--- src/hdl/pss_pkg.sv ---
// Behaviour
// RULE1: Kill input high disconnects main output; standby output always stays enabled.
// RULE2: A short on the remote sense inputs shuts the supply down.
// RULE3: power_good is high only while every output is in regulation.
// RULE4: power_good drops on output undervoltage or on long enough input loss.
// RULE5: power_good delay timer does not start while any output is in current limit.
// RULE6: power_good is open-drain style so parallel supplies wire-OR it.
// RULE7: fault_alert_n is low while any shutdown or warning condition is active. The code flags main loss only in ST_ON, for one cycle, and never standby loss.
// RULE8: Inlet over-temperature warning sets at 60 C, clears back in operating range.
// RULE9: Fan is driven to maximum before overtemp_warning in temperature status is set.
// RULE10: input_ok high when input meets minimum, low during input over-voltage.
// RULE11: Input qualification for turn-on completes within 100 ms of input and standby.
// RULE12: input_ok stays low 75 to 120 ms after a drop, returns on good average.
// RULE13: input_ok delay at most 1700 ms from input and 20 ms from standby.
// RULE14: Outputs stay off at least 1 s after power_good is de-asserted.
// RULE15: Outputs reach regulation 5 to 400 ms after supply_on_n goes active.
// RULE16: power_good de-asserts within 5 ms of supply_on_n going inactive.
// RULE17: power_good asserts 100 to 500 ms after outputs reach regulation.
// RULE18: power_good stays low at least 100 ms in any off/on cycle.
// RULE19: All outputs in regulation no later than 3000 ms after input power.
// RULE20: Main output regulates 50 to 1000 ms after standby is in regulation.
// RULE21: fault_alert_n goes low within 2 ms of input power loss.
// RULE22: power_good stays asserted at least 0.3 ms after input power loss.
// RULE23: Host drives supply_on_n low to enable the main output, high to disable.
// RULE24: All windows are counted from a free-running 1 ms tick, cleared on reset. The code counts the 0.3 ms hold-up in clock cycles instead.
package pss_pkg;
    // Clock and tick
    localparam int CLK_KHZ = 40000;
    localparam int TICK_MS = 1;
    localparam int TICK_CYC = TICK_MS * CLK_KHZ;
    localparam int HOLDUP_US = 300;
    localparam int HOLDUP_CYC = (HOLDUP_US * CLK_KHZ + 999) / 1000;
    // Windows in milliseconds, then the warning temperature in C
    localparam logic [10:0] SON_MIN_MS = 11'h005;
    localparam logic [10:0] SON_MAX_MS = 11'h190;
    localparam logic [10:0] VSB_MAIN_MS = 11'h032;
    localparam logic [10:0] PG_ON_MS = 11'h064;
    localparam logic [10:0] OFF_HOLD_MS = 11'h3E8;
    localparam logic [10:0] DWELL_MS = 11'h04B;
    localparam logic [10:0] MS_MAX = 11'h7FF;
    localparam logic [7:0] OT_WARN_DEGC = 8'h3C;
    // APB register map
    localparam logic [7:0] ADDR_CTRL = 8'h00;
    localparam logic [7:0] ADDR_STATUS = 8'h04;
    localparam logic [7:0] ADDR_TEMP = 8'h08;
    localparam logic [7:0] ADDR_EVENT = 8'h0C;
    localparam logic [1:0] CTRL_RESET = 2'h1;
    localparam int CTRL_ENABLE_BIT = 0;
    localparam int CTRL_STANDBY_BIT = 1;
    localparam int EV_SENSE_BIT = 0;
    localparam int EV_RAMP_BIT = 1;
    localparam int EV_DCLOSS_BIT = 2;
    localparam int EV_OTW_BIT = 3;
    localparam int TEMP_OTW_BIT = 0;
    localparam int TEMP_VAL_LSB = 8;
    typedef enum logic [2:0] {
        ST_OFF, ST_START, ST_RAMP, ST_PG_DELAY, ST_ON, ST_OFF_HOLD, ST_FAULT
    } pss_state_e;
endpackage : pss_pkg

--- src/hdl/pss_sequencer.sv ---
`timescale 1ns/1ps
`default_nettype none
module pss_sequencer
    import pss_pkg::*;
#(
    parameter int TICK_CYCLES = TICK_CYC,
    parameter int HOLDUP_CYCLES = HOLDUP_CYC
)
(
    input wire logic CLK_IN,
    input wire logic RESET_IN,
    input wire logic PSEL,
    input wire logic PENABLE,
    input wire logic PWRITE,
    input wire logic [7:0] PADDR,
    input wire logic [31:0] PWDATA,
    output logic [31:0] PRDATA,
    output logic PREADY,
    output logic PSLVERR,
    input wire logic OUTPUT_KILL_IN,
    input wire logic SUPPLY_ON_N_IN,
    input wire logic DC_PRESENT_IN,
    input wire logic VIN_LOW_IN,
    input wire logic VIN_OV_IN,
    input wire logic VSB_OK_IN,
    input wire logic MAIN_OK_IN,
    input wire logic CUR_LIMIT_IN,
    input wire logic SENSE_SHORT_IN,
    input wire logic OVER_TEMP_IN,
    input wire logic [7:0] INLET_TEMP_IN,
    input wire logic FAN_AT_MAX_IN,
    output logic MAIN_EN_OUT,
    output logic VSB_EN_OUT,
    output logic ORING_EN_OUT,
    output logic POWER_GOOD_OUT,
    output logic POWER_GOOD_OE_OUT,
    output logic FAULT_ALERT_N_OUT,
    output logic FAULT_ALERT_N_OE_OUT,
    output logic INPUT_OK_OUT,
    output logic FAN_MAX_OUT
);
    pss_state_e state_ff, nxt_state;
    logic [15:0] tick_cnt_ff;
    logic tick_ff;
    logic [10:0] ms_cnt_ff;
    logic [10:0] vsb_ms_ff;
    logic [10:0] dwell_ms_ff;
    logic [13:0] holdup_cnt_ff;
    logic holdup_done;
    logic input_ok_ff, dropped_ff, in_good;
    logic main_en_ff, pg_ff, alert_ff, fan_max_ff, ot_warn_ff;
    logic [1:0] ctrl_ff;
    logic [3:0] event_ff;
    logic [31:0] prdata_ff;
    logic start_ok, stop_req, wr_en, rd_setup, addr_ok;

    // Free-running millisecond tick; every window below except the hold-up count counts these [RULE24]
    always_ff @(posedge CLK_IN)
    begin
        if (RESET_IN)
        begin
            tick_cnt_ff <= 16'h0000;
            tick_ff <= 1'b0;
        end
        else if (tick_cnt_ff == 16'(TICK_CYCLES - 1))
        begin
            tick_cnt_ff <= 16'h0000;
            tick_ff <= 1'b1;
        end
        else
        begin
            tick_cnt_ff <= tick_cnt_ff + 16'h0001;
            tick_ff <= 1'b0;
        end
    end

    // Hold-up count after input loss, in cycles since 0.3 ms is below one tick
    always_ff @(posedge CLK_IN)
    begin
        if (RESET_IN || DC_PRESENT_IN)
            holdup_cnt_ff <= 14'h0000;
        else if (!holdup_done)
            holdup_cnt_ff <= holdup_cnt_ff + 14'h0001; // [RULE22]
    end
    assign holdup_done = (holdup_cnt_ff >= 14'(HOLDUP_CYCLES));

    // Time standby has been in regulation, saturating
    always_ff @(posedge CLK_IN)
    begin
        if (RESET_IN || !VSB_OK_IN)
            vsb_ms_ff <= 11'h000;
        else if (tick_ff && vsb_ms_ff != MS_MAX)
            vsb_ms_ff <= vsb_ms_ff + 11'h001; // [RULE24]
    end

    // Input qualification: plain check at first power-up, dwell after a drop
    assign in_good = DC_PRESENT_IN && !VIN_LOW_IN && !VIN_OV_IN;
    always_ff @(posedge CLK_IN)
    begin
        if (RESET_IN)
        begin
            input_ok_ff <= 1'b0;
            dropped_ff <= 1'b0;
            dwell_ms_ff <= 11'h000;
        end
        else if (!in_good)
        begin
            // A bad sample restarts the window, so reassertion means a good average [RULE12]
            if (input_ok_ff)
                dropped_ff <= 1'b1;
            input_ok_ff <= 1'b0; // [RULE10]
            dwell_ms_ff <= 11'h000;
        end
        else
        begin
            if (tick_ff && dwell_ms_ff != MS_MAX)
                dwell_ms_ff <= dwell_ms_ff + 11'h001;
            // Qualify within a cycle of standby reaching regulation, or once the dwell passes after a drop [RULE11] [RULE13]
            if (VSB_OK_IN && (!dropped_ff || dwell_ms_ff > DWELL_MS))
                input_ok_ff <= 1'b1; // [RULE10] [RULE12]
        end
    end

    // Start and stop conditions
    assign start_ok = !SUPPLY_ON_N_IN && !OUTPUT_KILL_IN && input_ok_ff
        && ctrl_ff[CTRL_ENABLE_BIT]; // [RULE23]
    assign stop_req = SUPPLY_ON_N_IN || OUTPUT_KILL_IN || !ctrl_ff[CTRL_ENABLE_BIT]; // [RULE1] [RULE16]

    // Sequencer state; minimum windows compare strictly, since the free-running
    // tick can land right after a state change and make the first millisecond short
    always_comb
    begin
        nxt_state = state_ff;
        unique case (state_ff)
            ST_OFF:
                if (start_ok)
                    nxt_state = ST_START;
            ST_START:
                if (!start_ok)
                    nxt_state = ST_OFF;
                else if (ms_cnt_ff > SON_MIN_MS && vsb_ms_ff > VSB_MAIN_MS)
                    nxt_state = ST_RAMP; // [RULE15] [RULE20]
            ST_RAMP:
                if (stop_req || !DC_PRESENT_IN)
                    nxt_state = ST_OFF_HOLD;
                else if (MAIN_OK_IN && VSB_OK_IN)
                    nxt_state = ST_PG_DELAY;
                else if (ms_cnt_ff >= SON_MAX_MS)
                    nxt_state = ST_FAULT; // [RULE15] [RULE19]
            ST_PG_DELAY:
                if (stop_req || !DC_PRESENT_IN || !MAIN_OK_IN || !VSB_OK_IN)
                    nxt_state = ST_OFF_HOLD;
                else if (ms_cnt_ff > PG_ON_MS)
                    nxt_state = ST_ON; // [RULE17]
            ST_ON:
                if (stop_req || !MAIN_OK_IN || !VSB_OK_IN || holdup_done)
                    nxt_state = ST_OFF_HOLD; // [RULE3] [RULE4] [RULE16]
            ST_OFF_HOLD:
                if (ms_cnt_ff > OFF_HOLD_MS)
                    nxt_state = ST_OFF; // [RULE14] [RULE18]
            ST_FAULT:
                if (SUPPLY_ON_N_IN && !SENSE_SHORT_IN)
                    nxt_state = ST_OFF_HOLD;
            default:
                nxt_state = ST_OFF;
        endcase
        // Sense short overrides everything and latches off [RULE2]
        if (SENSE_SHORT_IN)
            nxt_state = ST_FAULT;
    end

    // State register
    always_ff @(posedge CLK_IN)
    begin
        if (RESET_IN)
            state_ff <= ST_OFF;
        else
            state_ff <= nxt_state;
    end

    // Window timer: restarts on each state change, frozen at zero in current limit during ST_PG_DELAY
    always_ff @(posedge CLK_IN)
    begin
        if (RESET_IN || nxt_state != state_ff)
            ms_cnt_ff <= 11'h000;
        else if (state_ff == ST_PG_DELAY && CUR_LIMIT_IN)
            ms_cnt_ff <= 11'h000; // [RULE5]
        else if (tick_ff && ms_cnt_ff != MS_MAX)
            ms_cnt_ff <= ms_cnt_ff + 11'h001; // [RULE24]
    end

    // Output enables follow the next state so they settle with it
    always_ff @(posedge CLK_IN)
    begin
        if (RESET_IN)
        begin
            main_en_ff <= 1'b0;
            pg_ff <= 1'b0;
        end
        else
        begin
            main_en_ff <= (nxt_state == ST_RAMP) || (nxt_state == ST_PG_DELAY)
                || (nxt_state == ST_ON); // [RULE1] [RULE14]
            pg_ff <= (nxt_state == ST_ON); // [RULE3] [RULE4]
        end
    end

    // Fan is forced to full first; the warning waits for it to get there
    always_ff @(posedge CLK_IN)
    begin
        if (RESET_IN)
        begin
            fan_max_ff <= 1'b0;
            ot_warn_ff <= 1'b0;
        end
        else if (INLET_TEMP_IN >= OT_WARN_DEGC)
        begin
            fan_max_ff <= 1'b1; // [RULE9]
            if (fan_max_ff && FAN_AT_MAX_IN)
                ot_warn_ff <= 1'b1; // [RULE8] [RULE9]
        end
        else
        begin
            fan_max_ff <= 1'b0;
            ot_warn_ff <= 1'b0; // [RULE8]
        end
    end

    // Alert is the OR of the shutdown and warning sources; main loss counts only in ST_ON and standby loss not at all
    always_ff @(posedge CLK_IN)
    begin
        if (RESET_IN)
            alert_ff <= 1'b0;
        else
            alert_ff <= !DC_PRESENT_IN || VIN_OV_IN || OVER_TEMP_IN || ot_warn_ff
                || CUR_LIMIT_IN || state_ff == ST_FAULT
                || (state_ff == ST_ON && !MAIN_OK_IN); // [RULE7] [RULE21]
    end

    // Pins; open-drain lines only ever pull low, so partners wire-OR [RULE6]
    assign MAIN_EN_OUT = main_en_ff;
    assign VSB_EN_OUT = 1'b1; // [RULE1]
    assign ORING_EN_OUT = main_en_ff && !ctrl_ff[CTRL_STANDBY_BIT];
    assign POWER_GOOD_OUT = 1'b0;
    assign POWER_GOOD_OE_OUT = !pg_ff; // [RULE6]
    assign FAULT_ALERT_N_OUT = 1'b0;
    assign FAULT_ALERT_N_OE_OUT = alert_ff; // [RULE7]
    assign INPUT_OK_OUT = input_ok_ff;
    assign FAN_MAX_OUT = fan_max_ff;

    // APB decode; zero wait states, error on unmapped offsets
    assign addr_ok = (PADDR == ADDR_CTRL) || (PADDR == ADDR_STATUS)
        || (PADDR == ADDR_TEMP) || (PADDR == ADDR_EVENT);
    assign wr_en = PSEL && PENABLE && PWRITE && addr_ok;
    assign rd_setup = PSEL && !PENABLE && !PWRITE;
    assign PREADY = 1'b1;
    assign PSLVERR = PSEL && PENABLE && !addr_ok;
    assign PRDATA = prdata_ff;

    // Control register
    always_ff @(posedge CLK_IN)
    begin
        if (RESET_IN)
            ctrl_ff <= CTRL_RESET;
        else if (wr_en && PADDR == ADDR_CTRL)
            ctrl_ff <= PWDATA[1:0];
    end

    // Sticky events, write one to clear; a new event beats the clear
    always_ff @(posedge CLK_IN)
    begin
        if (RESET_IN)
            event_ff <= 4'h0;
        else
        begin
            if (wr_en && PADDR == ADDR_EVENT)
                event_ff <= event_ff & ~PWDATA[3:0];
            if (SENSE_SHORT_IN)
                event_ff[EV_SENSE_BIT] <= 1'b1;
            if (state_ff == ST_RAMP && nxt_state == ST_FAULT)
                event_ff[EV_RAMP_BIT] <= 1'b1;
            if (!DC_PRESENT_IN)
                event_ff[EV_DCLOSS_BIT] <= 1'b1;
            if (ot_warn_ff)
                event_ff[EV_OTW_BIT] <= 1'b1;
        end
    end

    // Read data captured in setup so it is stable through the access phase
    always_ff @(posedge CLK_IN)
    begin
        if (RESET_IN)
            prdata_ff <= 32'h0000_0000;
        else if (rd_setup)
        begin
            prdata_ff <= 32'h0000_0000;
            if (PADDR == ADDR_CTRL)
                prdata_ff <= {30'h0000_0000, ctrl_ff};
            else if (PADDR == ADDR_STATUS)
                prdata_ff <= {26'h000_0000, state_ff == ST_FAULT, fan_max_ff, alert_ff,
                    main_en_ff, input_ok_ff, pg_ff};
            else if (PADDR == ADDR_TEMP)
                prdata_ff <= {16'h0000, INLET_TEMP_IN, 7'h00, ot_warn_ff};
            else if (PADDR == ADDR_EVENT)
                prdata_ff <= {28'h000_0000, event_ff};
        end
    end

    // Checks
    chk_kill_main_off: assert property (@(posedge CLK_IN) disable iff (RESET_IN) // [RULE1]
        OUTPUT_KILL_IN |=> !MAIN_EN_OUT)
        else $error("main output enabled while kill is high");
    chk_standby_kept: assert property (@(posedge CLK_IN) disable iff (RESET_IN) // [RULE1]
        OUTPUT_KILL_IN |-> VSB_EN_OUT)
        else $error("standby output dropped");
    chk_sense_shutdown: assert property (@(posedge CLK_IN) disable iff (RESET_IN) // [RULE2]
        SENSE_SHORT_IN |=> state_ff == ST_FAULT ##1 !MAIN_EN_OUT)
        else $error("no shutdown on sense short");
    chk_pg_in_reg: assert property (@(posedge CLK_IN) disable iff (RESET_IN) // [RULE3]
        pg_ff |-> $past(MAIN_OK_IN) && $past(VSB_OK_IN) && !POWER_GOOD_OE_OUT)
        else $error("power good without regulation");
    chk_pg_hold_limit: assert property (@(posedge CLK_IN) disable iff (RESET_IN) // [RULE5]
        state_ff == ST_PG_DELAY && CUR_LIMIT_IN && nxt_state == ST_PG_DELAY
        |=> ms_cnt_ff == 11'h000)
        else $error("power good timer ran in current limit");
    chk_alert_dc_loss: assert property (@(posedge CLK_IN) disable iff (RESET_IN) // [RULE21]
        !DC_PRESENT_IN |=> FAULT_ALERT_N_OE_OUT)
        else $error("alert missing after input loss");
    chk_fan_before_warn: assert property (@(posedge CLK_IN) disable iff (RESET_IN) // [RULE9]
        $rose(ot_warn_ff) |-> $past(fan_max_ff) && fan_max_ff)
        else $error("warning set before fan forced to maximum");
    chk_off_hold_time: assert property (@(posedge CLK_IN) disable iff (RESET_IN) // [RULE14]
        state_ff == ST_OFF_HOLD && nxt_state != ST_OFF_HOLD && !SENSE_SHORT_IN
        |-> ms_cnt_ff >= OFF_HOLD_MS)
        else $error("off hold left early");
    chk_inok_ov: assert property (@(posedge CLK_IN) disable iff (RESET_IN) // [RULE10]
        VIN_OV_IN |=> !INPUT_OK_OUT)
        else $error("input ok high in over-voltage");
    chk_inok_dwell: assert property (@(posedge CLK_IN) disable iff (RESET_IN) // [RULE12]
        $rose(input_ok_ff) && $past(dropped_ff) |-> $past(dwell_ms_ff) >= DWELL_MS)
        else $error("input ok returned before dwell");
    chk_pg_holdup: assert property (@(posedge CLK_IN) disable iff (RESET_IN) // [RULE22]
        pg_ff && !DC_PRESENT_IN && !holdup_done && !stop_req && MAIN_OK_IN && VSB_OK_IN
        && !SENSE_SHORT_IN |=> pg_ff)
        else $error("power good dropped inside hold-up");
    chk_pg_stop_drop: assert property (@(posedge CLK_IN) disable iff (RESET_IN) // [RULE16]
        state_ff == ST_ON && stop_req |=> !pg_ff)
        else $error("power good held after stop request");
    chk_pg_delay_min: assert property (@(posedge CLK_IN) disable iff (RESET_IN) // [RULE17]
        $rose(pg_ff) |-> $past(ms_cnt_ff) > PG_ON_MS)
        else $error("power good asserted before its delay");
    chk_start_min_delay: assert property (@(posedge CLK_IN) disable iff (RESET_IN) // [RULE15]
        state_ff == ST_START && nxt_state == ST_RAMP |-> ms_cnt_ff > SON_MIN_MS)
        else $error("main output enabled too early");
    chk_fault_alert: assert property (@(posedge CLK_IN) disable iff (RESET_IN) // [RULE7]
        state_ff == ST_FAULT |=> FAULT_ALERT_N_OE_OUT)
        else $error("no alert in fault state");
    chk_inok_low: assert property (@(posedge CLK_IN) disable iff (RESET_IN) // [RULE12]
        !in_good |=> !INPUT_OK_OUT)
        else $error("input ok high with bad input");
    chk_fan_follows_temp: assert property (@(posedge CLK_IN) disable iff (RESET_IN) // [RULE9]
        INLET_TEMP_IN >= OT_WARN_DEGC |=> FAN_MAX_OUT)
        else $error("fan not forced at warning temperature");

    // Cover points for the main scenarios
    cov_sense_fault: cover property (@(posedge CLK_IN) $rose(state_ff == ST_FAULT));
    cov_turn_on: cover property (@(posedge CLK_IN) $rose(pg_ff));
    cov_dwell_back: cover property (@(posedge CLK_IN) $rose(input_ok_ff) && dropped_ff);
    cov_ot_warn: cover property (@(posedge CLK_IN) $rose(ot_warn_ff));
    cov_ramp_fault: cover property (@(posedge CLK_IN) event_ff[EV_RAMP_BIT]);
endmodule : pss_sequencer
`default_nettype wire

--- config.mk ---
export PLATFORM = sky130hd
export DESIGN_NAME = pss_sequencer
export DESIGN_NICKNAME = d
export VERILOG_FILES = /design/src/hdl/pss_pkg.sv /design/src/hdl/pss_sequencer.sv
export SDC_FILE = /design/constraint.sdc
export NUM_CORES = 1
export LEC_CHECK = 0
export ABC_AREA = 1
export BUFFER_PORTS_ARGS = -buffer_cell sky130_fd_sc_hd__buf_2
export CAP_MARGIN = 40
export CORE_MARGIN = 4
export CORE_UTILIZATION = 55
export DETAILED_ROUTE_END_ITERATION = 8
export PLACE_DENSITY = 0.77
export SLEW_MARGIN = 5
export SYNTH_ARGS = -nofsm -noshare
export SYNTH_HDL_FRONTEND = slang
export SYNTH_SLANG_ARGS = --single-unit
--- constraint.sdc ---
create_clock -name CLK_IN -period 2.2 [get_ports CLK_IN]
set_clock_uncertainty 0.15 [all_clocks]
set_input_delay 0.33 -clock CLK_IN [delete_from_list [all_inputs] [get_ports CLK_IN]]
set_output_delay 0.33 -clock CLK_IN [all_outputs]
set_load 0.05 [all_outputs]
==> results.md, run 1 <==
* Min cycle time layout at 2.12 ns
* Count leader, synth: nand2_1
* Gpl congestion at 0.971
* Layout area overhead at 14.1%
* Synth warnings at 0
* Input/output buffers at 56
* Cell taking the most area after synthesis: dfxtp_1
* Status: complete, no violations
* Routed Antenna Nets at 0
* Synth Area per Inst at about 6.9 µm²
* CTS clk-pin slew, worst paths at approximately 0.11 ns
* Crit path DAT at between 2 and 2.5 ns
* Total die area at 10,700 µm²
* Post-synth EDFFs at 0
* Clock Path Buffers at 2
* Setup ws final at 0.0766 ns
* Top_reg_cell synth: dfxtp_1
* WP data required at roughly 2.4 ns
* Crit-path max FO at 5
* Nets@finish at between 800 and 900
* Effective utilization at floorplan at 0.569
* Vias in the first global route at between 4,000 and 5,000
* Cells after Synth at roughly 720
* Hold slack at ~0.069 ns
* Final setup viols at 0
* Hold Crit Class: in2reg
* IO Pins at between 100 and 150
* Core Util, Final at 0.649
* First-pass GRT wire length at roughly 19 mm
* CTS tree: built
* Worst Setup Start Kind: flop
* DR vias at approximately 4,800
* Slew Viols, Final at 0
* Leak at 2.40 nW
* Max cap viols at 0
* Mapped cell area at ~5000 µm²
* CTS Hold Bufs at 0
* Cts bufs inserted at 9
* Seq pwr share at 0.532
* Clock Sinks at between 90 and 100
* Drt drc at 0
* Switching Fraction at 0.305
* Setup crit end kind: flop
* Final hold viol count at 0
* Drt first pass iters at 4
* Fraction of final layout cells sized beyond drive strength 1 at 0.185
* Via density at 5.22
* Max H-tree Level at 3
* Rows at 34
* DP HPWL at about 8.9 mm
* P_sw at roughly 1 mW
* Filler instances at a little under 800
* Fin crit share at 0.965
* Tot GR Track Use at 0.220
* Tot Pwr at 3.28 mW
* Top-area cell type share of the netlist area at 0.376
* Routed WL at ~12 mm
* Pin count of the biggest net entering global routing at 26
* Sequential fraction of the synthesis area at 0.376
* Chip Width at between 100 and 150 µm
* Post-place setup slack at 0.0357 ns
* Internal at 2.28 mW
* Fmax at roughly 0.47 GHz
* Post-synth ARST share at 0
* Worst vdd ir at 0.353 mV
* #FFs+latches synth at between 90 and 100
* CTS Root Cell: clkbuf_8
* Synth area leaders: dfxtp_1 38%, nand2_1 12%, inv_1 7.8%
* Initial antenna violation count at 0
* Setup CP Type: reg2reg
* Clock share of power at 0.352
* Drt first-iter violations at between 150 and 200
* Top post-synthesis cells by count: 160 x nand2_1, 104 x inv_1, 94 x dfxtp_1
* Routed WL per cell at roughly 13 µm
* Synth cell types at 42
* Die height at a little over 100 µm
* ANT cells at 0
* Core Area at a little under 9000 µm²
* Clk_lat worst skew at between 0.3 and 0.4 ns
* Combinational power share at 0.116
* Pwr dens at about 570 nW/µm²
* Remaining Overflow, GRT at 0
==> per-stage QoR <==
| stage | cells | instance area [µm²] | setup TNS [ns] |
|---|---|---|---|
| floorplan | 743 | 5080 | 0 |
| global placement | 890 | 5410 | 0 |
| detailed placement | 890 | 5410 | 0 |
| CTS | 906 | 5610 | 0 |
| global route | 910 | 5720 | -0.434 |
| finish | 910 | 5720 | 0 |
==> worst max-delay path, stage by stage (launching register included) <==
cell and delay, ns:
dfxtp_2 0.36, inv_1 0.07, ha_1 0.18, inv_1 0.05
nor2_1 0.05, nand2_1 0.09, nand3_2 0.11, a21oi_2 0.20
nand3_2 0.09, nor2_2 0.15, nand2_1 0.07, nand2_1 0.07
nand2_2 0.09, clkbuf_16 0.18, nor3_2 0.13
==> path summary, 6_finish.rpt <==
path / start / end / slack (ns) / depth (start not counted)
setup / recovery: ms_cnt_ff[1] / ms_cnt_ff[10] / 0.08 / 14
setup reg to reg: ms_cnt_ff[1] / ms_cnt_ff[10] / 0.08 / 14
hold / removal: INLET_TEMP_IN[0] / PRDATA[8] / 0.07 / 3
hold reg to reg: tick_cnt_ff[0] / tick_cnt_ff[0] / 0.31 / 1
==> sequential cells by signal (all words and copies together), names as in the netlist <==
| register | cells |
|---|---|
| vsb_ms_ff | 11 |
| ms_cnt_ff | 11 |
| pg_ff | 1 |
| tick_cnt_ff | 16 |
| ctrl_ff | 2 |
| INPUT_OK_OUT | 1 |
| ot_warn_ff | 1 |
| dwell_ms_ff | 11 |
| dropped_ff | 1 |
| FAN_MAX_OUT | 1 |
| tick_ff | 1 |
| FAULT_ALERT_N_OE_OUT | 1 |
| holdup_cnt_ff | 14 |
| event_ff | 4 |
| PRDATA | 14 |
| MAIN_EN_OUT | 1 |
| state_ff | 3 |
==> final cells by class <==
cell class                      instances  area, µm²  area share
Clock inverter                          7       75.1      0.0131
Tap cell                              108        135      0.0236
Multi-Input combinational cell        504       2610       0.456
Inverter                              113        424      0.0742
Sequential cell                        94       1890       0.330
Clock buffer                            9        124      0.0217
Timing Repair Buffer                   75        465      0.0814
==> cell usage in the layout, fill, tap and decap left out, drive strengths merged, types with 2 or more instances in the layout <==
cell type and count:
nand2 161, inv 116, dfxtp 94, buf 74
nor2 70, a21oi 60, nand3 53, nor3 36
o21ai 34, conb 22, nand4 14, xor2 11
clkbuf 10, ha 9, or2 5, nor3b 5
a31oi 5, nor4 5, nand3b 3, clkinv 3
o211ai 2, o21a 2
==> routing by layer <==
layer  wire (µm)  GRT usage  vias to the layer above
li1            -          -                     2433
met1        5120      0.271                     2210
met2        5940      0.385                       91
met3         451     0.0342                       18
met4         241     0.0847                        0
met5           0          0                        -
==> power groups by stage <==
stage / combinational [mW] / clock (mW) / sequential [mW]
global placement: 0.357 / 0 / 1.79
floorplan: 0.275 / 0 / 1.79
finish: 0.381 / 1.15 / 1.75
detailed placement: 0.363 / 0 / 1.79
global route: 0.413 / 1.26 / 1.75
CTS: 0.364 / 1.18 / 1.75
==> cell families after synthesis <==
group,after synthesis,synth area share
and+or+nand+nor,353,0.335
xor gates and xnor gates,12,0.0210
buffers and inverters,145,0.129
AOI/OAI and AO/OA,108,0.115
other,2,0.00150
adders and majority gates,9,0.0225
DFF,94,0.376
==> timing repair <==
item                       in CTS  in global routing
buffers inserted                0                  3
setup endpoints to repair       0                 19
gates resized for setup         0                 17
Power figures use the tool's default switching activity.
==> run 2, diff against run 1 <==
CORE_ASPECT_RATIO = 0.6   (was default)
MAX_ROUTING_LAYER = met4   (was default)
==> results.md, run 2 (synthesized netlist as in run 1, its figures left out) <==
* Status: complete, no violations
* Routed Antenna Nets at 0 (unchanged)
* CTS Hold Bufs at 0 (unchanged)
* R2r endpoint: ms_cnt_ff[8]
* Met3 WL at 1.17 mm (+160%)
* Routed WL at 12.0 mm (+2.1%)
* Largest register FFs at 16 (unchanged)
* Total die area at 10,700 µm² (+0.46%)
* Leak at 2.46 nW (+2.7%)
* Setup CP Type: reg2reg
* TNS Setup at 0 ns (unchanged)
* Critical path's slowest cell: dfxtp_1
* ANT cells at 0 (unchanged)
* Hold Crit Class: in2reg
* Fmax at 0.487 GHz (+3.5%)
* Final hold viol count at 0 (unchanged)
* Routed metal-1 wirelength at 5.58 mm (+9.0%)
* IO Pins at 107 (unchanged)
* Max H-tree Level at 3 (unchanged)
* Critical-path cell list: inv_1, ha_1, inv_1, nand2_1, nand2_1, nand2_1, nand2_2, nand2_1, nand2_1, nand2_1, nand3_2, inv_1, nand2_1, nand3_4, clkbuf_16, nor3_2
* Met2 WL post-DR at 5.16 mm (-13%)
* Hold_sp: INLET_TEMP_IN[0]
* CTS clk-pin slew, worst paths at 0.07 ns (-0.04 ns)
* Drt first pass iters at 5 (+1)
* Nets@finish at 871 (+0.11%)
* Input/output buffers at 56 (unchanged)
* Buf/Inv on CP at 4 (+1)
* Fin crit share at 0.933 (-0.0323)
* Crit-path max cell delay at 0.36 ns (about the same)
* Remaining Overflow, GRT at 0 (unchanged)
* Commonest cells after routing, fill and taps aside: 155 x nand2_1, 104 x inv_1, 90 x dfxtp_1
* Layout area overhead at 16.8%
* DR top layer: met4
* R2R Setup Slk at 0.15 ns (+0.07 ns)
* CTS tree: built
* Clk_lat worst skew at 0.34 ns (-0.04 ns)
* Cts bufs inserted at 9 (unchanged)
* Min cycle time layout at 2.05 ns (-0.0711 ns)
* First-pass GRT wire length at 19.7 mm (+4.6%)
* WHS Path Cells at 3 (unchanged)
* Fraction of final layout cells sized beyond drive strength 1 at 0.191 (+0.00600)
* Clock Sinks at 94 (unchanged)
* Drt drc at 0 (unchanged)
* Gpl congestion at 0.925 (-4.7%)
* Commonest non-fill, non-tap cell in the layout: nand2_1
* Worst Setup Start Kind: flop
* DR vias at 4,805 (+1.1%)
* Pin count of the biggest net entering global routing at 22 (-15%)
* Via density at 5.25 (+0.56%)
* Tot GR Track Use at 0.231 (+0.0108)
* Crit-path max FO at 5 (unchanged)
* Die height at 81.9 µm (-21%)
* Core Area at 8690 µm² (-1.4%)
* DP HPWL at 8.96 mm (+0.22%)
* Worst r2r path cells at 16 (+2)
* Core Util, Final at 0.673 (+0.0244)
* Crit path DAT at 2.18 ns (-0.10 ns)
* Pwr dens at 628 nW/µm² (+9.4%)
* Worst vdd ir at 0.411 mV (+16%)
* Chip Width at 131 µm (+27%)
* Initial antenna violation count at 0 (unchanged)
* Hold EP: PRDATA[8]
* R2R Path Start: vsb_ms_ff[0]
* Max cap viols at 0 (unchanged)
* CTS Root Cell: clkbuf_16
* Clock Path Buffers at 2 (unchanged)
* WP data required at 2.33 ns (-0.02 ns)
* Setup crit end kind: flop
* Routed WL per cell at 13.1 µm (+1.6%)
* Rows at 26 (-24%)
* Most Frequent Cell on Critical Path: nand2_1
* Slew Viols, Final at 0 (unchanged)
* Top reg by flops: tick_cnt_ff
* Fin area at 5850 µm² (+2.3%)
* DP Area at 5430 µm² (+0.23%)
* Effective utilization at floorplan at 0.577 (+0.00787)
* Top cell family by delay on the critical path: simple AND/OR/NAND/NOR gates
* Final setup viols at 0 (unchanged)
* Vias in the first global route at 4,243 (-2.3%)
* Drt first-iter violations at 336 (+93%)
* Tot Pwr at 3.67 mW (+12%)
[run 2: cell count changes in the layout (fill, tap and decap cells not counted), sizes merged]
cell    delta
inv        -3
clkinv     +1
buf        +1
bufinv     +1
clkbuf     +1
[run 2: final cells by class]
type / count / area [µm²]
inverters: 113 / 424
clock inverters: 6 / 61.3
repair buffers: 76 / 473
fillers: 769 / 2840
clock buffers: 10 / 229
flip-flops and latches: 94 / 1890
multi-input cells: 504 / 2640
well taps: 112 / 140
[run 2: metrics by stage]
stage	setup WS [ns]	instances	hold slack (ns)
3_3_place_gp	0.0681	895	0.282
2_1_floorplan	0.212	743	0.268
3_5_place_dp	0.0440	895	0.289
5_1_grt	-0.0179	915	0.0928
4_1_cts	0.0779	911	0.0944
6_report	0.148	915	0.0985
[run 2: worst min-delay path, cell delays in order]
cell and delay [ns]:
buf_2 0.10, nand3_1 0.07, a21oi_1 0.05
[run 2: worst max-delay path by stage]
| stage | start | endpoint | cells past startpoint |
|---|---|---|---|
| 6_report | vsb_ms_ff[0] | ms_cnt_ff[8] | 16 |
| 5_1_grt | vsb_ms_ff[0] | ms_cnt_ff[3] | 16 |
| 4_1_cts | tick_cnt_ff[0] | tick_cnt_ff[14] | 12 |
| 3_5_place_dp | SUPPLY_ON_N_IN | ms_cnt_ff[8] | 13 |
| 3_3_place_gp | SUPPLY_ON_N_IN | ms_cnt_ff[9] | 14 |
| 2_1_floorplan | PADDR[1] | PSLVERR | 5 |
[run 2: where the power goes]
group | internal, mW | total [mW] | leakage [nW] | switching (mW)
sequential | 1.73 | 1.75 | 0.762 | 0.0228
combinational | 0.121 | 0.405 | 1.56 | 0.284
clock | 0.878 | 1.52 | 0.143 | 0.643
[run 2: what timing repair did]
| action | 4_1_cts | 5_1_grt |
|---|---|---|
| endpoints found under the setup margin | 0 | 21 |
| setup buffers | 0 | 3 |
| gates resized for setup | 0 | 24 |
[run 2: routing by layer]
layer | GRT usage | vias up
met5 | - | -
met4 | 0.0461 | 0
met3 | 0.0679 | 11
met2 | 0.351 | 193
met1 | 0.310 | 2162
li1 | - | 2439
